==> config.mk <==
export PLATFORM = sky130hd
export DESIGN_NAME = stc_exec
export DESIGN_NICKNAME = d
export VERILOG_FILES = /design/src/shared/stc_pkg.sv /design/src/design/stc_exec.sv
export SDC_FILE = /design/constraint.sdc
export NUM_CORES = 1
export LEC_CHECK = 0
export ABC_AREA = 1
export BUFFER_PORTS_ARGS = -buffer_cell sky130_fd_sc_hd__buf_4
export CAP_MARGIN = 10
export CORE_MARGIN = 2
export CORE_UTILIZATION = 50
export CTS_BUF_LIST = sky130_fd_sc_hd__clkbuf_4
export DETAILED_ROUTE_END_ITERATION = 10
export PLACE_DENSITY = 0.9
export SETUP_SLACK_MARGIN = 0.4
export SLEW_MARGIN = 5
export SYNTH_ARGS = -nofsm -noshare
export SYNTH_HDL_FRONTEND = slang
export SYNTH_SLANG_ARGS = --single-unit
==> constraint.sdc <==
create_clock -name mclk -period 8.02 [get_ports mclk]
set_input_delay 2.005 -clock mclk [delete_from_list [all_inputs] [get_ports mclk]]
set_output_delay 2.005 -clock mclk [all_outputs]
set_load 0.01 [all_outputs]
==> src/shared/stc_pkg.sv <==
// Shared constants for the store, subtract, trap and control-write execute block
package stc_pkg;
    // Primary and secondary opcodes
    localparam logic [5:0] OP_STH = 6'h0d;
    localparam logic [5:0] OP_STHIO = 6'h2d;
    localparam logic [5:0] OP_STW = 6'h15;
    localparam logic [5:0] OP_STWIO = 6'h35;
    localparam logic [5:0] OP_RTYPE = 6'h3a;
    localparam logic [5:0] OPX_SUB = 6'h39;
    localparam logic [5:0] OPX_SYNC = 6'h36;
    localparam logic [5:0] OPX_TRAP = 6'h2d;
    localparam logic [5:0] OPX_WRCTL = 6'h2e;
    localparam logic [4:0] TRAP_C_IDX = 5'h1d;
    // Exception cause codes
    localparam logic [3:0] CAUSE_NONE = 4'h0;
    localparam logic [3:0] CAUSE_TRAP = 4'h1;
    localparam logic [3:0] CAUSE_SUPV_INSN = 4'h2;
    localparam logic [3:0] CAUSE_MISALIGN = 4'h3;
    localparam logic [3:0] CAUSE_SUPV_DATA = 4'h4;
    localparam logic [3:0] CAUSE_TLB_PERM = 4'h5;
    localparam logic [3:0] CAUSE_TLB_FAST = 4'h6;
    localparam logic [3:0] CAUSE_TLB_DOUBLE = 4'h7;
    localparam logic [3:0] CAUSE_MPU = 4'h8;
    // Translation fault input bit positions
    localparam int FLT_PERM = 0;
    localparam int FLT_FAST = 1;
    localparam int FLT_DOUBLE = 2;
    localparam int FLT_MPU = 3;
    // Status field positions and reset value
    localparam int IRQ_EN_BIT = 0;
    localparam int USER_BIT = 1;
    localparam logic [1:0] STATUS_RST = 2'h0;
    // Supervisor-only data region starts here
    localparam logic [31:0] SUPV_BASE = 32'h8000_0000;
    localparam logic [31:0] PC_STEP = 32'h0000_0004;
    // Register map, byte addresses
    localparam logic [11:0] REG_STATUS = 12'h000;
    localparam logic [11:0] REG_SAVED_STATUS = 12'h004;
    localparam logic [11:0] REG_EXC_RET = 12'h008;
    localparam logic [11:0] REG_CAUSE = 12'h00c;
    localparam logic [11:0] REG_BUS_WRITES = 12'h010;
    // Sequencer states
    typedef enum logic {ST_IDLE, ST_BUS} stc_state_e;
endpackage

==> src/design/stc_exec.sv <==
// Decode and execute of halfword/word stores, subtract, sync, trap and control-register write
`timescale 1ns/100ps
`default_nettype none

module stc_exec #(
    parameter bit HAS_DCACHE = 1'b1,
    parameter logic [31:0] HANDLER_ADDR = 32'h0000_0020
) (
    input wire logic mclk,
    input wire logic rst_n,
    input wire logic instr_valid,
    output logic instr_ready,
    input wire logic [31:0] instr_word,
    input wire logic [31:0] instr_pc,
    input wire logic [31:0] opa,
    input wire logic [31:0] opb,
    input wire logic [3:0] xlat_fault,
    output logic instr_done,
    output logic rc_we,
    output logic [4:0] rc_idx,
    output logic [31:0] rc_data,
    output logic ctl_we,
    output logic [4:0] control_reg_index,
    output logic [31:0] ctl_data,
    output logic redirect_valid,
    output logic [31:0] redirect_pc,
    output logic [31:0] exception_return_addr,
    output logic dbus_req,
    output logic [31:0] dbus_addr,
    output logic [31:0] dbus_wdata,
    output logic [3:0] dbus_be,
    input wire logic dbus_ack,
    output logic cache_wr,
    input wire logic psel,
    input wire logic penable,
    input wire logic pwrite,
    input wire logic [11:0] paddr,
    input wire logic [31:0] pwdata,
    output logic [31:0] prdata,
    output logic pready,
    output logic pslverr
);
    stc_pkg::stc_state_e state_r;
    logic [1:0] status_r;
    logic [1:0] saved_status_r;
    logic [3:0] cause_r;
    logic [31:0] bus_writes_r;
    logic st_half_r;
    logic done_r;
    logic cache_wr_r;
    logic [5:0] op;
    logic [5:0] opx;
    logic [15:0] signed_offset_field;
    logic [4:0] debug_code_field;
    logic [31:0] eff_addr;
    logic is_sth;
    logic is_stw;
    logic is_store;
    logic is_io;
    logic is_sub;
    logic is_sync;
    logic is_trap;
    logic is_wrctl;
    logic user_mode;
    logic take;
    logic misalign;
    logic [3:0] st_cause;
    logic exc_go;
    logic [3:0] exc_cause;
    logic to_bus;
    logic apb_wr;

    // Field extraction and opcode decode
    assign op = instr_word[5:0];
    assign opx = instr_word[16:11];
    assign signed_offset_field = instr_word[21:6];
    assign debug_code_field = instr_word[10:6]; // Read only as the control index; trap ignores it
    assign is_sth = (op == stc_pkg::OP_STH) || (op == stc_pkg::OP_STHIO);
    assign is_stw = (op == stc_pkg::OP_STW) || (op == stc_pkg::OP_STWIO);
    assign is_store = is_sth || is_stw;
    assign is_io = (op == stc_pkg::OP_STHIO) || (op == stc_pkg::OP_STWIO);
    assign is_sub = (op == stc_pkg::OP_RTYPE) && (opx == stc_pkg::OPX_SUB);
    assign is_sync = (op == stc_pkg::OP_RTYPE) && (opx == stc_pkg::OPX_SYNC)
        && (instr_word[31:17] == 15'h0000) && (instr_word[10:6] == 5'h00);
    assign is_trap = (op == stc_pkg::OP_RTYPE) && (opx == stc_pkg::OPX_TRAP)
        && (instr_word[31:22] == 10'h000) && (instr_word[21:17] == stc_pkg::TRAP_C_IDX);
    assign is_wrctl = (op == stc_pkg::OP_RTYPE) && (opx == stc_pkg::OPX_WRCTL);
    assign user_mode = status_r[stc_pkg::USER_BIT];
    assign instr_ready = (state_r == stc_pkg::ST_IDLE);
    assign take = instr_valid && instr_ready;

    // Effective address and alignment check
    assign eff_addr = opa + {{16{signed_offset_field[15]}}, signed_offset_field};
    assign misalign = is_sth ? eff_addr[0] : (eff_addr[1:0] != 2'b00);

    // Store fault priority: alignment first so no partial write issues
    always_comb begin
        if (misalign) begin
            st_cause = stc_pkg::CAUSE_MISALIGN;
        end else if (user_mode && (eff_addr >= stc_pkg::SUPV_BASE)) begin
            st_cause = stc_pkg::CAUSE_SUPV_DATA;
        end else if (xlat_fault[stc_pkg::FLT_PERM]) begin
            st_cause = stc_pkg::CAUSE_TLB_PERM;
        end else if (xlat_fault[stc_pkg::FLT_FAST]) begin
            st_cause = stc_pkg::CAUSE_TLB_FAST;
        end else if (xlat_fault[stc_pkg::FLT_DOUBLE]) begin
            st_cause = stc_pkg::CAUSE_TLB_DOUBLE;
        end else if (xlat_fault[stc_pkg::FLT_MPU]) begin
            st_cause = stc_pkg::CAUSE_MPU;
        end else begin
            st_cause = stc_pkg::CAUSE_NONE;
        end
    end

    // Exception selection for the taken instruction
    always_comb begin
        if (is_trap) begin
            exc_cause = stc_pkg::CAUSE_TRAP;
        end else if (is_wrctl && user_mode) begin
            exc_cause = stc_pkg::CAUSE_SUPV_INSN;
        end else if (is_store) begin
            exc_cause = st_cause;
        end else begin
            exc_cause = stc_pkg::CAUSE_NONE;
        end
    end
    assign exc_go = take && (exc_cause != stc_pkg::CAUSE_NONE);
    // Uncached forms reach the bus unless they fault; without a cache plain stores do too
    assign to_bus = take && is_store && !exc_go && (is_io || !HAS_DCACHE);

    // Store sequencer: one bus write outstanding at most, so the core stays in order
    always_ff @(posedge mclk or negedge rst_n) begin
        if (!rst_n) begin
            state_r <= stc_pkg::ST_IDLE;
            dbus_req <= 1'b0;
        end else begin
            unique case (state_r)
                stc_pkg::ST_IDLE: begin
                    if (to_bus) begin
                        state_r <= stc_pkg::ST_BUS;
                        dbus_req <= 1'b1;
                    end
                end
                stc_pkg::ST_BUS: begin
                    if (dbus_ack) begin
                        state_r <= stc_pkg::ST_IDLE;
                        dbus_req <= 1'b0;
                    end
                end
            endcase
        end
    end

    // Store address, lane data and byte enables
    always_ff @(posedge mclk or negedge rst_n) begin
        if (!rst_n) begin
            dbus_addr <= 32'h0000_0000;
            dbus_wdata <= 32'h0000_0000;
            dbus_be <= 4'h0;
            st_half_r <= 1'b0;
        end else if (take && is_store && !exc_go) begin
            dbus_addr <= {eff_addr[31:2], 2'b00};
            st_half_r <= is_sth;
            if (is_sth) begin
                dbus_wdata <= {opb[15:0], opb[15:0]};
                dbus_be <= eff_addr[1] ? 4'hc : 4'h3;
            end else begin
                dbus_wdata <= opb;
                dbus_be <= 4'hf;
            end
        end
    end

    // Completion and cache write pulses; sync completes at once as nothing is pending
    always_ff @(posedge mclk or negedge rst_n) begin
        if (!rst_n) begin
            done_r <= 1'b0;
            cache_wr_r <= 1'b0;
        end else begin
            done_r <= (take && !to_bus) || (state_r == stc_pkg::ST_BUS && dbus_ack);
            cache_wr_r <= take && is_store && !exc_go && is_io == 1'b0 && HAS_DCACHE;
        end
    end
    assign instr_done = done_r;
    assign cache_wr = cache_wr_r;

    // Subtract writeback
    always_ff @(posedge mclk or negedge rst_n) begin
        if (!rst_n) begin
            rc_we <= 1'b0;
            rc_idx <= 5'h00;
            rc_data <= 32'h0000_0000;
        end else begin
            rc_we <= take && is_sub;
            if (take && is_sub) begin
                rc_idx <= instr_word[21:17];
                rc_data <= opa - opb;
            end
        end
    end

    // Control-register write, refused in user mode
    always_ff @(posedge mclk or negedge rst_n) begin
        if (!rst_n) begin
            ctl_we <= 1'b0;
            control_reg_index <= 5'h00;
            ctl_data <= 32'h0000_0000;
        end else begin
            ctl_we <= take && is_wrctl && !user_mode;
            if (take && is_wrctl && !user_mode) begin
                control_reg_index <= debug_code_field;
                ctl_data <= opa;
            end
        end
    end

    // Exception entry: save status, mask and drop to supervisor, vector to the handler
    always_ff @(posedge mclk or negedge rst_n) begin
        if (!rst_n) begin
            redirect_valid <= 1'b0;
            redirect_pc <= 32'h0000_0000;
            exception_return_addr <= 32'h0000_0000;
            cause_r <= stc_pkg::CAUSE_NONE;
        end else begin
            redirect_valid <= exc_go;
            if (exc_go) begin
                redirect_pc <= HANDLER_ADDR;
                exception_return_addr <= instr_pc + stc_pkg::PC_STEP;
                cause_r <= exc_cause;
            end
        end
    end

    // Status: hardware exception entry wins over a same-cycle software write
    assign apb_wr = psel && penable && pwrite && (paddr == stc_pkg::REG_STATUS);
    always_ff @(posedge mclk or negedge rst_n) begin
        if (!rst_n) begin
            status_r <= stc_pkg::STATUS_RST;
            saved_status_r <= stc_pkg::STATUS_RST;
        end else if (exc_go) begin
            saved_status_r <= status_r;
            status_r <= 2'b00;
        end else if (apb_wr) begin
            status_r <= pwdata[1:0];
        end
    end

    // Count of completed bus writes
    always_ff @(posedge mclk or negedge rst_n) begin
        if (!rst_n) begin
            bus_writes_r <= 32'h0000_0000;
        end else if (state_r == stc_pkg::ST_BUS && dbus_ack) begin
            bus_writes_r <= bus_writes_r + 32'h0000_0001;
        end
    end

    // APB read mux, zero wait states, error on unmapped addresses
    assign pready = 1'b1;
    always_comb begin
        pslverr = 1'b0;
        unique case (paddr)
            stc_pkg::REG_STATUS: prdata = {30'h0000_0000, status_r};
            stc_pkg::REG_SAVED_STATUS: prdata = {30'h0000_0000, saved_status_r};
            stc_pkg::REG_EXC_RET: prdata = exception_return_addr;
            stc_pkg::REG_CAUSE: prdata = {28'h000_0000, cause_r};
            stc_pkg::REG_BUS_WRITES: prdata = bus_writes_r;
            default: begin
                prdata = 32'h0000_0000;
                pslverr = psel && penable;
            end
        endcase
    end
endmodule // stc_exec

`default_nettype wire

After elaboration in Yosys (flattened, before gate mapping)
Index checks and enable logic that the tools add are counted.
W data, S select, Z words.
{ "totals": {"regBits": 220, "inputBits": 183, "output_inout_bits": 247} }
{ "op_classes": {"add_sub_neg": 4, "n_lt_le_gt_ge": 1, "eq_ne": 15, "mux": 23, "bitwise_logic": 2, "reduce_logical": 36} }
{ "ops": {"columns": ["op", "n"], "rows": [
  ["$pmux W32 S5", 1],
  ["$mux W4", 11],
  ["$eq A6 B6 Y1 const B", 6],
  ["$add A32 B1 Y32 const B", 1],
  ["$add A32 B3 Y32 const B", 1],
  ["$add A32 B32 Y32", 1],
  ["$ge A32 B32 Y1 const B", 1],
  ["$mux W32", 1],
  ["$sub A32 B32 Y32", 1],
  ["$eq A12 B4 Y1 const B", 2],
  ["$logic_and A1 B1 Y1", 21],
  ["$eq A12 B3 Y1 const B", 1],
  ["$eq A12 B5 Y1 const B", 1],
  ["$logic_not A12 Y1", 1],
  ["$logic_not A10 Y1", 1],
  ["$eq A6 B4 Y1 const B", 1],
  ["$eq A6 B5 Y1 const B", 1],
  ["$mux W1", 6],
  ["$eq A5 B5 Y1 const B", 1],
  ["$logic_or A1 B1 Y1", 5],
  ["$reduce_or A5 Y1", 1],
  ["$mux W2", 2],
  ["$pmux W1 S2", 2],
  ["$reduce_bool A2 Y1", 2],
  ["6 further kinds", 9]
]} }

Longest topological paths before layout
Gate-level depths: netlist (run 1).
{ "depth": {"word_depth": 17, "ltp_mapped": 21, "depth_no_buf": 19} }

Worst setup path before layout (run 1)
No wires, ideal clock.
{ "synth_timing": {"path_kind": "input to output", "from": "in paddr[9]", "to": "out prdata[14]", "arrival_time_ps": 3440, "path_slack_ps": 2575, "stages": 6, "path_buffers": 1, "cell_sequence": "nor4_1 > inv_1 > nor4_1 > nand2_1 > clkbuf_1 > o21ai_0"} }
{ "synth_between": {"elab_chain_cells": 2, "elab_cells_between_ends": 6} }
{ "synth_lines": {"columns": ["element", "line_no", "rtl"], "rows": [
  ["from (decl)", "stc_exec.sv:37", "input wire logic [11:0] paddr,"],
  ["$eq A12 B5 Y1 (tied with other cells)", "stc_exec.sv:261", "unique case (paddr)"],
  ["$pmux W32 S5 (*)", "stc_exec.sv:261", null],
  ["to (decl)", "stc_exec.sv:39", "output logic [31:0] prdata,"]
]} }
Mark *: on every way between the ends. The rest lies on a longest branch, timed or not.

Final worst setup path (run 1)
{ "layout_timing": {"from": "in paddr[9]", "to": "out prdata[3]"} }
The elaborated chain is that of the path after synthesis.

==> impl_results.rst, run 1 <==
.. list-table::
   :header-rows: 1

   * - Metric
     - Value
   * - All-layer global routing usage
     - 31.1%
   * - Number of port buffers
     - 365
   * - Buffers and inverters on the worst path
     - 4
   * - Pwr per Cell Area
     - 193 nW/um^2
   * - Crit path cell chain
     - buf_4 -> nor4_1 -> inv_1 -> nor4_1 -> nand2_1 -> inv_1 -> nand2_1 -> nand3_1 -> buf_4
   * - Routed WL per cell
     - 18.1 um
   * - Startpoint-to-endpoint class of the critical path
     - input port to primary output
   * - Net switching component of the power
     - 1.16 mW
   * - Antenna-violating nets left
     - 0
   * - Num Clock Sinks
     - 218
   * - Worst skew pair latency
     - 0.69 ns
   * - Portion of the post-synthesis area used by sequential elements
     - 39.5%
   * - Required time at the endpoint of the critical path
     - 6.02 ns
   * - CP Launch Type
     - input port
   * - Count of nets after finishing
     - 2,422
   * - Most used flip-flop cell after synthesis
     - dfrtp_1
   * - Clock transition at the register clock pins on the worst setup and hold paths after CTS
     - 0.06 ns
   * - Via count
     - 13.8k
   * - Top-level I/O count
     - 430
   * - Instance count on the critical path
     - 9
   * - Met2 capacity usage during global routing
     - 53.1%
   * - Bufs on Longest Clock Path
     - 3
   * - Max VDD drop
     - 160 uV
   * - Power Internal
     - 2.18 mW
   * - Final Hold Vio Count
     - 0
   * - Number of global-route vias before repair
     - 13.4k
   * - Final clock period utilization by the worst path
     - 80.1%
   * - Sum of negative setup slack
     - 0 ns
   * - Last weighted congestion value of the routability-driven placer
     - 0.993
   * - Pin count of the biggest net entering global routing
     - 130
   * - Asr flop ratio synth
     - 100%
   * - Worst hold slack
     - 0.466 ns
   * - Global-route wire length before repair
     - 69,600 um
   * - Chip Width
     - 170 um
   * - Netlist area before placement
     - 13,800 um^2
   * - Die area
     - 29,000 um^2
   * - Synthesized flop and latch total
     - 218
   * - Hold Buf Count CTS
     - 0
   * - Number of inserted filler cells in the final layout
     - 2,292
   * - DRT Pass-1 Iters
     - 5
   * - Final worst path period need
     - 6.42 ns
   * - Cells after Synth
     - 1,789
   * - Critical-path cell with the highest stage delay
     - nor4_1
   * - Sequential share of power
     - 41.3%
   * - Kind of cell adding the most delay to the critical path
     - simple AND/OR/NAND/NOR gates
   * - TritonCTS Buffers
     - 59
   * - Worst slew pin tran
     - 1.03 ns
   * - FP Rows
     - 60
   * - Arr. time, crit path
     - 4.42 ns
   * - Met1 track demand over resource in global routing
     - 36.5%
   * - Switching share of power
     - 34.8%
   * - Crit path largest cell delay
     - 0.70 ns
   * - Core box area
     - 27,000 um^2
   * - Number of flops mapped to enable cells by yosys
     - 0
   * - Number of antenna violations at the first check in global routing
     - 3
   * - Final max-slew violation count
     - 0
   * - Overall overflow remaining after global route
     - 0
   * - Library cell used as clock root buffer
     - clkbuf_4
   * - Hold depth
     - 1
   * - Netlist cell types
     - 48
   * - Count of final setup violators
     - 0
   * - Post-CTS Setup Repair Bufs
     - 0
   * - Worst Setup Slack post-DPL
     - 1.62 ns
   * - CTS resizes
     - 0
   * - Maximum clock frequency
     - 156 MHz
   * - Minimum setup slack in the final design
     - 1.60 ns
   * - Number of cells on the worst reg-to-reg path
     - 9
   * - Number of violations reported at the end of detailed-routing iteration 0
     - 1,124
   * - Post-detailed-routing wire length
     - 46,200 um
   * - Proportion of layout cells with a drive suffix above 1
     - 26.2%
   * - Met3 capacity usage during global routing
     - 6.91%
   * - Proportion of power drawn by combinational gates
     - 29.7%
   * - Initial Utilization
     - 51.1%
   * - Half-perimeter wire length after placement
     - 35,900 um
   * - Max-Slew Margin vs Limit
     - 31.5%
   * - Pleak
     - 9.44 nW
   * - Die height
     - 170 um
   * - Highest net fanout along the worst path
     - 6
   * - Number of vias per cell
     - 5.39
   * - Crit path capture type
     - primary output
   * - Unrepaired setup endpoints after global routing
     - no
   * - Instance area at placement
     - 16,700 um^2
   * - Yosys warnings
     - 0
   * - Final worst clock skew
     - 0.0345 ns
   * - Number of maximum-capacitance constraint violations
     - 0
   * - Syn_area_per_cell
     - 7.72 um^2
   * - TritonCTS clock tree
     - built
   * - Most heavily used metal layer in global routing
     - met2
   * - Result of the run
     - finished clean
   * - Clock H-tree levels
     - 2
   * - Relative contribution of the clock network to total power
     - 29.1%
   * - Area Overhead vs Synth
     - 25.7%
   * - Remaining DRCs
     - 0
   * - Path class of the lowest-slack min-delay path
     - register to register
   * - Design area
     - 17,400 um^2
[placed cells by master, fill, tap and decap left out, types with 3 or more instances in the layout]
master and count:
conb_1 34, inv_2 3, o211ai_1 4, o21bai_1 5, nor2_2 5, nand2_2 33, o21ai_0 106, a221oi_1 3
clkbuf_4 86, a22o_1 3, a21o_1 4, xor2_1 72, nand2_1 543, o21ai_2 55, inv_1 173, or2_2 9
a21oi_1 76, nand4_1 20, a31oi_1 6, ha_1 64, buf_4 375, nand3b_1 7, nor3_1 25, a32o_1 3
clkinv_1 13, nor4_1 21, nand3_1 87, o21ai_1 11, nor2_1 92, dfrtp_1 218, diode_2 3, nand3_2 3
xnor2_1 32
[through the flow]
stage / utilization, % / cells / power [mW]
finish: 64.3 / 2557 / 3.35
detailed placement: 61.6 / 2453 / 2.38
floorplan: - / 1821 / 1.89
CTS: 64.3 / 2554 / 3.37
global route: 64.3 / 2557 / 3.53
global placement: 61.6 / 2453 / 2.35
[cells by family after synthesis]
logic type / after synthesis / synth area share (%)
AND/OR/NAND/NOR: 851 / 26.3
AO/OA/AOI/OAI: 285 / 12.6
buffers and inverters: 262 / 8.84
flip-flops: 218 / 39.5
XOR/XNOR: 104 / 6.59
adder cells (fa/ha/maj): 66 / 6.09
other: 2 / 0.0544
multiplexers: 1 / 0.0724
[per-layer routing]
metal,wire length [um],up-vias
li1,-,6531
met1,17200,6412
met2,22300,710
met3,4310,125
met4,2390,0
met5,0,-
[final cells by class]
| type | count | area (um^2) | area share [%] |
|---|---|---|---|
| tap | 341 | 427 | 2.46 |
| clock inverter | 15 | 65.1 | 0.374 |
| timing repair buffer | 376 | 2830 | 16.3 |
| inverter | 177 | 664 | 3.82 |
| multi-input combinational | 1341 | 7280 | 41.9 |
| clock buffer | 86 | 646 | 3.72 |
| antenna | 3 | 7.51 | 0.0432 |
| sequential | 218 | 5460 | 31.4 |
[synthesized netlist by cell type, types with 23 or more instances]
cell / count / share of area [%]
dfrtp_1: 218 / 39
nand3_1: 87 / 3.2
a21oi_1: 76 / 2.8
buf_4: 37 / 2.0
nand2_2: 34 / 1.5
xnor2_1: 32 / 2.0
clkbuf_1: 23 / 0.62
ha_1: 64 / 5.8
inv_1: 173 / 4.7
o21ai_0: 106 / 3.8
nor2_1: 92 / 2.5
xor2_1: 72 / 4.6
nor3_1: 26 / 0.94
o21ai_2: 55 / 3.5
nand2_1: 543 / 15
[worst reg2reg max path, delay by kind of cell (launching register included)]
family	cells	cell delay (ns)
simple gates	8	1.84
flops	1	0.36
xor+xnor	1	0.16
[power by group through the flow]
stage               registers, mW  logic (mW)  clock network (mW)
finish                       1.38       0.993               0.972
global route                 1.39        1.08                1.05
CTS                          1.38       0.993               0.999
detailed placement           1.39       0.988                   0
global placement             1.39       0.968                   0
floorplan                    1.44       0.448                   0
[registers in the layout, indices dropped and copies added, names as in the netlist, 5 cells and up]
signal / flops
rc_idx: 5
bus_writes_r: 32
dbus_wdata: 32
rc_data: 32
ctl_data: 32
control_reg_index: 5
dbus_addr: 30
exception_return_addr: 32
[final timing paths]
check                                      start                to  slack [ns]
max in group asynchronous                  rst_n    dbus_wdata[23]        5.28
worst max-delay path                    paddr[9]         prdata[3]        1.60
worst min-delay path            bus_writes_r[29]  bus_writes_r[29]        0.47
min in group asynchronous                  rst_n     dbus_addr[30]        1.34
worst max register to register           state_r  bus_writes_r[31]        5.59
worst min register to register  bus_writes_r[29]  bus_writes_r[29]        0.47
(Power assumes the default switching activity.)
==> run 2: changes to the inputs <==
--- a/config.mk
+++ b/config.mk
@@ -5,14 +5,14 @@
 export SDC_FILE = /design/constraint.sdc
 export NUM_CORES = 1
 export LEC_CHECK = 0
-export ABC_AREA = 1
+export ABC_AREA = 0
 export BUFFER_PORTS_ARGS = -buffer_cell sky130_fd_sc_hd__buf_4
 export CAP_MARGIN = 10
 export CORE_MARGIN = 2
 export CORE_UTILIZATION = 50
 export CTS_BUF_LIST = sky130_fd_sc_hd__clkbuf_4
 export DETAILED_ROUTE_END_ITERATION = 10
-export PLACE_DENSITY = 0.9
+export PLACE_DENSITY = 0.91
 export SETUP_SLACK_MARGIN = 0.4
 export SLEW_MARGIN = 5
 export SYNTH_ARGS = -nofsm -noshare
==> constraint.sdc (replaced) <==
create_clock -name mclk -period 6 [get_ports mclk]
set_input_delay 1.5 -clock mclk [delete_from_list [all_inputs] [get_ports mclk]]
set_output_delay 1.5 -clock mclk [all_outputs]
set_load 0.01 [all_outputs]
==> impl_results.rst, run 2 <==
.. list-table::
   :header-rows: 1

   * - Metric
     - Value
   * - Proportion of layout cells with a drive suffix above 1
     - 35.5% (+9.3 points)
   * - Count of final setup violators
     - 0 (unchanged)
   * - Highest net fanout along the worst path
     - 32 (+26)
   * - CP Launch Type
     - input port
   * - Worst skew pair latency
     - 0.71 ns (+0.02 ns)
   * - Antenna-violating nets left
     - 0 (unchanged)
   * - Crit path capture type
     - primary output
   * - Arr. time, crit path
     - 3.62 ns (-0.80 ns)
   * - Max VDD drop
     - 232 uV (+45%)
   * - Cells after Synth
     - 1,286 (-28%)
   * - TritonCTS Buffers
     - 57 (-3.4%)
   * - Cell with the most instances after synthesis
     - dfrtp_1
   * - Hold Buf Count CTS
     - 0 (unchanged)
   * - Startpoint-to-endpoint class of the critical path
     - input port to primary output
   * - Final max-slew violation count
     - 0 (unchanged)
   * - All-layer global routing usage
     - 28.8% (-2.3 points)
   * - Post-detailed-routing wire length
     - 41,400 um (-10%)
   * - Global-route wire length before repair
     - 63,800 um (-8.3%)
   * - Unrepaired setup endpoints after global routing
     - no
   * - Library cell used as clock root buffer
     - clkbuf_4
   * - Setup slack, reg-to-reg
     - 3.12 ns (-2.47 ns)
   * - Routed WL per cell
     - 20.2 um (+12%)
   * - Core box area
     - 26,000 um^2 (-3.9%)
   * - Number of port buffers
     - 365 (unchanged)
   * - Required time at the endpoint of the critical path
     - 4.50 ns (-1.52 ns)
   * - Number of violations reported at the end of detailed-routing iteration 0
     - 776 (-31%)
   * - Number of antenna violations at the first check in global routing
     - 1 (-2)
   * - Final worst path period need
     - 5.12 ns
   * - Final clock period utilization by the worst path
     - 85.3%
   * - Netlist area before placement
     - 13,200 um^2 (-4.5%)
   * - Num Clock Sinks
     - 218 (unchanged)
   * - Asr flop ratio synth
     - 100% (unchanged)
   * - Hold depth
     - 1 (unchanged)
   * - Final worst clock skew
     - 0.0786 ns (+0.0441 ns)
   * - Die height
     - 166 um (-2.2%)
   * - Final Hold Vio Count
     - 0 (unchanged)
   * - Bufs on Longest Clock Path
     - 3 (unchanged)
   * - Number of global-route vias before repair
     - 12.1k (-9.9%)
   * - Most used flip-flop cell after synthesis
     - dfrtp_1
   * - Result of the run
     - finished clean
   * - Maximum clock frequency
     - 195 MHz
   * - Clock transition at the register clock pins on the worst setup and hold paths after CTS
     - 0.07 ns (about the same)
   * - Largest cells by area after synthesis
     - dfrtp_1, mux2_2, ha_1
   * - Pwr per Cell Area
     - 242 nW/um^2 (+25%)
   * - Biggest area consumer among synthesized cells
     - dfrtp_1
   * - Post-CTS Setup Repair Bufs
     - 0 (unchanged)
   * - Number of cells on the worst reg-to-reg path
     - 7 (-2)
   * - Portion of the post-synthesis area used by sequential elements
     - 41.3% (+1.8 points)
   * - Chip Width
     - 166 um (-2.2%)
   * - Number of flops mapped to enable cells by yosys
     - 0 (unchanged)
   * - Half-perimeter wire length after placement
     - 31,800 um (-11%)
   * - Path class of the lowest-slack min-delay path
     - register to register
   * - CTS resizes
     - 0 (unchanged)
   * - Netlist cell types
     - 79 (+65%)
   * - Area Overhead vs Synth
     - 27.4%
   * - FP Rows
     - 59 (-1.7%)
   * - Number of inserted filler cells in the final layout
     - 1,936 (-16%)
   * - Via count
     - 11.7k (-15%)
   * - Yosys warnings
     - 0 (unchanged)
   * - Syn_area_per_cell
     - 10.3 um^2 (+33%)
   * - Post-synth top cells
     - dfrtp_1, nand2_1, mux2_2, xnor2_1, o21ai_0
   * - Pin count of the biggest net entering global routing
     - 123 (-5.4%)
   * - Count of nets after finishing
     - 1,918 (-21%)
   * - Most common cell after layout, fill and taps aside
     - buf_4
   * - DRT Pass-1 Iters
     - 5 (unchanged)
   * - Overall overflow remaining after global route
     - 0 (unchanged)
   * - Initial Utilization
     - 50.8% (-0.33 points)
   * - Worst Setup Slack post-DPL
     - 0.901 ns (-0.714 ns)
   * - Commonest cells after routing, fill and taps aside
     - buf_4, dfrtp_1, nand2_1
   * - Die area
     - 27,700 um^2 (-4.4%)
   * - Clock H-tree levels
     - 2 (unchanged)
   * - TritonCTS clock tree
     - built
   * - Post-layout util
     - 64.7% (+0.46 points)
   * - Area share of the leading cell type in the synthesized netlist
     - 41.3% (+1.8 points)
   * - Last weighted congestion value of the routability-driven placer
     - 0.905 (-8.8%)
   * - Number of maximum-capacitance constraint violations
     - 0 (unchanged)
   * - Max-Slew Margin vs Limit
     - 31.9% (+0.37 points)
   * - Remaining DRCs
     - 0 (unchanged)
   * - Minimum setup slack in the final design
     - 0.883 ns (-0.716 ns)
   * - Sum of negative setup slack
     - 0 ns (unchanged)
   * - Worst slew pin tran
     - 1.02 ns (-0.00560 ns)
   * - Synthesized flop and latch total
     - 218 (unchanged)
   * - Pleak
     - 8.62 nW (-8.7%)
   * - Top-level I/O count
     - 430 (unchanged)
   * - Worst hold slack
     - 0.485 ns (+0.0186 ns)
   * - Number of vias per cell
     - 5.71 (+5.9%)
## run 2: cell type report
type,instances,area (um^2),area share [%]
Antenna cell,1,2.50,0.0149
Multi-Input combinational cell,958,7130,42.4
Clock buffer,85,638,3.79
Sequential cell,218,5460,32.4
Inverter,62,235,1.40
Tap cell,335,419,2.49
Clock inverter,22,115,0.684
Timing Repair Buffer,372,2830,16.8
## run 2: power breakdown
| group | leakage, nW | switching, mW | internal (mW) |
|---|---|---|---|
| sequential | 2.95 | 0.119 | 1.60 |
| clock | 0.441 | 0.650 | 0.693 |
| combinational | 5.23 | 0.496 | 0.504 |
## run 2: through the flow
stage | instances | instance area (um^2) | power [mW]
after floorplan | 1318 | 13300 | 2.25
final | 2053 | 16800 | 4.06
after global placement | 1945 | 16100 | 2.70
after CTS | 2052 | 16800 | 4.09
after global routing | 2053 | 16800 | 4.26
after detailed placement | 1945 | 16100 | 2.73
## run 2: worst max-delay path, cell delays in order
cell	delay (ns)
buf_4	0.12
or4_1	0.50
nor4_1	0.22
nor2b_1	0.32
and4b_1	0.23
buf_4	0.31
a22o_1	0.25
buf_4	0.14
## run 2: path summary, 6_finish.rpt
check	from	endpoint
max in group asynchronous	rst_n	bus_writes_r[22]
worst max register to register	state_r	dbus_wdata[29]
worst max-delay path	paddr[8]	prdata[18]
min in group asynchronous	rst_n	ctl_data[27]
worst min register to register	redirect_pc[5]	redirect_pc[5]
worst min-delay path	redirect_pc[5]	redirect_pc[5]
## run 2: logic make-up (layout without fill, tap and decap cells)
kind of cell             after synthesis  in the layout  synth area share [%]
AO/OA/AOI/OAI                        267            267                  13.7
other                                  2             35                0.0569
flip-flops                           218            218                  41.3
buffers and inverters                142            541                  5.66
XOR/XNOR                             112            112                  7.43
multiplexers                         139            139                  12.6
adder cells (fa/ha/maj)               66             66                  6.37
AND/OR/NAND/NOR                      340            340                  12.9
## run 2: routing by layer
metal | part of all wire, % | global-route usage [%]
met5 | 0 | 0
met4 | 3.6 | 11.7
met3 | 8.5 | 7.63
met2 | 52 | 52.8
met1 | 36 | 31.6
==> run 3: changes to the inputs <==
--- a/config.mk
+++ b/config.mk
@@ -5,14 +5,14 @@
 export SDC_FILE = /design/constraint.sdc
 export NUM_CORES = 1
 export LEC_CHECK = 0
-export ABC_AREA = 0
+export ABC_AREA = 1
 export BUFFER_PORTS_ARGS = -buffer_cell sky130_fd_sc_hd__buf_4
 export CAP_MARGIN = 10
 export CORE_MARGIN = 2
 export CORE_UTILIZATION = 50
 export CTS_BUF_LIST = sky130_fd_sc_hd__clkbuf_4
 export DETAILED_ROUTE_END_ITERATION = 10
-export PLACE_DENSITY = 0.91
+export PLACE_DENSITY = 0.9
 export SETUP_SLACK_MARGIN = 0.4
 export SLEW_MARGIN = 5
 export SYNTH_ARGS = -nofsm -noshare
==> impl_results.rst, run 3 (synthesized netlist as in run 1, its figures left out) <==
.. list-table::
   :header-rows: 1

   * - Metric
     - Value
   * - Result of the run
     - finished clean
   * - Max VDD drop
     - 176 uV (-24%)
   * - Top-level I/O count
     - 430 (unchanged)
   * - Library cell used as clock root buffer
     - clkbuf_4
   * - Design area
     - 17,400 um^2 (+3.3%)
   * - Number of vias per cell
     - 5.39 (-5.6%)
   * - Pleak
     - 9.44 nW (+9.5%)
   * - Pin count of the biggest net entering global routing
     - 130 (+5.7%)
   * - Instance area at placement
     - 16,700 um^2 (+3.7%)
   * - Die area
     - 29,000 um^2 (+4.6%)
   * - Remaining DRCs
     - 0 (unchanged)
   * - Crit path capture type
     - primary output
   * - CP Launch Type
     - input port
   * - Chip Width
     - 170 um (+2.3%)
   * - Maximum clock frequency
     - 205 MHz (+4.9%)
   * - Worst slew pin tran
     - 1.12 ns (+0.0940 ns)
   * - Worst skew pair latency
     - 0.70 ns (about the same)
   * - Post-CTS Setup Repair Bufs
     - 0 (unchanged)
   * - DRT Pass-1 Iters
     - 6 (+1)
   * - Final worst path period need
     - 4.88 ns (-0.238 ns)
   * - Most common cell after layout, fill and taps aside
     - nand2_1
   * - TritonCTS clock tree
     - built
   * - Arr. time, crit path
     - 3.38 ns (-0.24 ns)
   * - Number of violations reported at the end of detailed-routing iteration 0
     - 1,087 (+40%)
   * - Sum of negative setup slack
     - 0 ns (unchanged)
   * - Clock H-tree levels
     - 2 (unchanged)
   * - Critical-path cell with the highest stage delay
     - nor4_1
   * - Number of antenna violations at the first check in global routing
     - 2 (+1)
   * - Path class of the lowest-slack min-delay path
     - register to register
   * - Commonest cells after routing, fill and taps aside
     - nand2_1, buf_4, dfrtp_1
   * - Final max-slew violation count
     - 0 (unchanged)
   * - Number of maximum-capacitance constraint violations
     - 0 (unchanged)
   * - Crit path largest cell delay
     - 0.41 ns (-0.09 ns)
   * - Final Hold Vio Count
     - 0 (unchanged)
   * - Num Clock Sinks
     - 218 (unchanged)
   * - Count of final setup violators
     - 0 (unchanged)
   * - Max-Slew Margin vs Limit
     - 25.2% (-6.7 points)
   * - Startpoint-to-endpoint class of the critical path
     - input port to primary output
   * - All-layer global routing usage
     - 30.9% (+2.1 points)
   * - Required time at the endpoint of the critical path
     - 4.50 ns (about the same)
   * - FP Rows
     - 60 (+1.7%)
   * - Area Overhead vs Synth
     - 25.7%
   * - Global-route wire length before repair
     - 69,900 um (+9.5%)
   * - Post-detailed-routing wire length
     - 45,400 um (+9.6%)
   * - Proportion of layout cells with a drive suffix above 1
     - 26.2% (-9.3 points)
   * - Routed WL per cell
     - 17.8 um (-12%)
   * - Antenna-violating nets left
     - 0 (unchanged)
   * - Core box area
     - 27,000 um^2 (+4.0%)
   * - Last weighted congestion value of the routability-driven placer
     - 0.984 (+8.8%)
   * - Unrepaired setup endpoints after global routing
     - no
   * - Pwr per Cell Area
     - 256 nW/um^2 (+5.9%)
   * - Via count
     - 13.8k (+17%)
   * - Number of port buffers
     - 365 (unchanged)
   * - Half-perimeter wire length after placement
     - 35,600 um (+12%)
   * - Hold Buf Count CTS
     - 0 (unchanged)
   * - CTS resizes
     - 0 (unchanged)
   * - Number of global-route vias before repair
     - 13.5k (+12%)
   * - TritonCTS Buffers
     - 58 (+1.8%)
   * - Final worst clock skew
     - 0.0325 ns (-0.0461 ns)
   * - Crit path cell chain
     - buf_4 -> nor4_1 -> inv_1 -> nor4_1 -> buf_4 -> nand2_1 -> buf_4 -> inv_1 -> a221oi_1 -> o211ai_1 -> buf_4
   * - Most common cell type on the critical path
     - buf_4
   * - Final clock period utilization by the worst path
     - 81.3% (-4.0 points)
   * - Number of inserted filler cells in the final layout
     - 2,335 (+21%)
   * - Die height
     - 170 um (+2.3%)
   * - Bufs on Longest Clock Path
     - 3 (unchanged)
   * - Overall overflow remaining after global route
     - 0 (unchanged)
   * - Initial Utilization
     - 51.1% (+0.33 points)
   * - Count of nets after finishing
     - 2,420 (+26%)
   * - Clock transition at the register clock pins on the worst setup and hold paths after CTS
     - 0.06 ns (about the same)
   * - Highest net fanout along the worst path
     - 25 (-22%)
run 3: cell types whose count changed in the layout (fill, tap and decap cells not counted), moves of 29 or more:
cell	previous run	this run
xor2_1	40	72
inv_1	60	173
nand2_1	119	543
a22o_1	32	3
o21ai_0	69	106
nand2_2	1	33
nor2_1	50	92
xnor2_1	72	32
nand3_1	52	87
mux2_2	107	0
o21ai_2	0	55
run 3: per-layer routing:
layer	track usage, %	vias to the layer above	part of all wire (%)
li1	-	6550	-
met5	0	-	0
met2	53.7	715	48
met3	7.63	149	9.6
met4	14.7	0	4.7
met1	35.8	6342	37
run 3: area by class of cell:
class | instances | area, um^2 | area share (%)
flip-flops and latches | 218 | 5460 | 31.4
diodes | 2 | 5.00 | 0.0288
well taps | 341 | 427 | 2.46
multi-input cells | 1341 | 7280 | 41.9
clock inverters | 11 | 45.0 | 0.259
repair buffers | 375 | 2840 | 16.3
inverters | 177 | 664 | 3.82
clock buffers | 88 | 661 | 3.80
run 3: metrics by stage:
step	hold WS (ns)	total power [mW]	cells	setup slack, ns	util (%)
detailed placement	0.453	3.18	2452	1.10	61.6
global route	0.506	4.70	2553	0.863	64.3
finish	0.471	4.44	2553	1.12	64.3
floorplan	0.442	2.53	1821	1.56	-
CTS	0.474	4.47	2551	1.11	64.3
global placement	0.453	3.14	2452	1.16	61.6
run 3: final timing paths:
check | end | from | slack, ns | cells past startpoint
worst max-delay path | prdata[1] | paddr[9] | 1.12 | 11
worst max register to register | bus_writes_r[31] | state_r | 3.65 | 9
min in group asynchronous | dbus_addr[26] | rst_n | 0.80 | 1
worst min register to register | bus_writes_r[29] | bus_writes_r[29] | 0.47 | 1
max in group asynchronous | exception_return_addr[21] | rst_n | 4.00 | 2
worst min-delay path | bus_writes_r[29] | bus_writes_r[29] | 0.47 | 1
run 3: critical path, delay by kind of cell:
kind | cells | cell delay, ns
AOI/OAI and AO/OA | 2 | 0.24
buffers and inverters | 6 | 0.99
and+or+nand+nor | 3 | 0.64
run 3: power breakdown:
part / switching (mW) / total (mW) / internal [mW]
Combinational: 0.734 / 1.32 / 0.587
Clock: 0.624 / 1.28 / 0.660
Sequential: 0.161 / 1.84 / 1.68
Total: 1.52 / 4.44 / 2.93
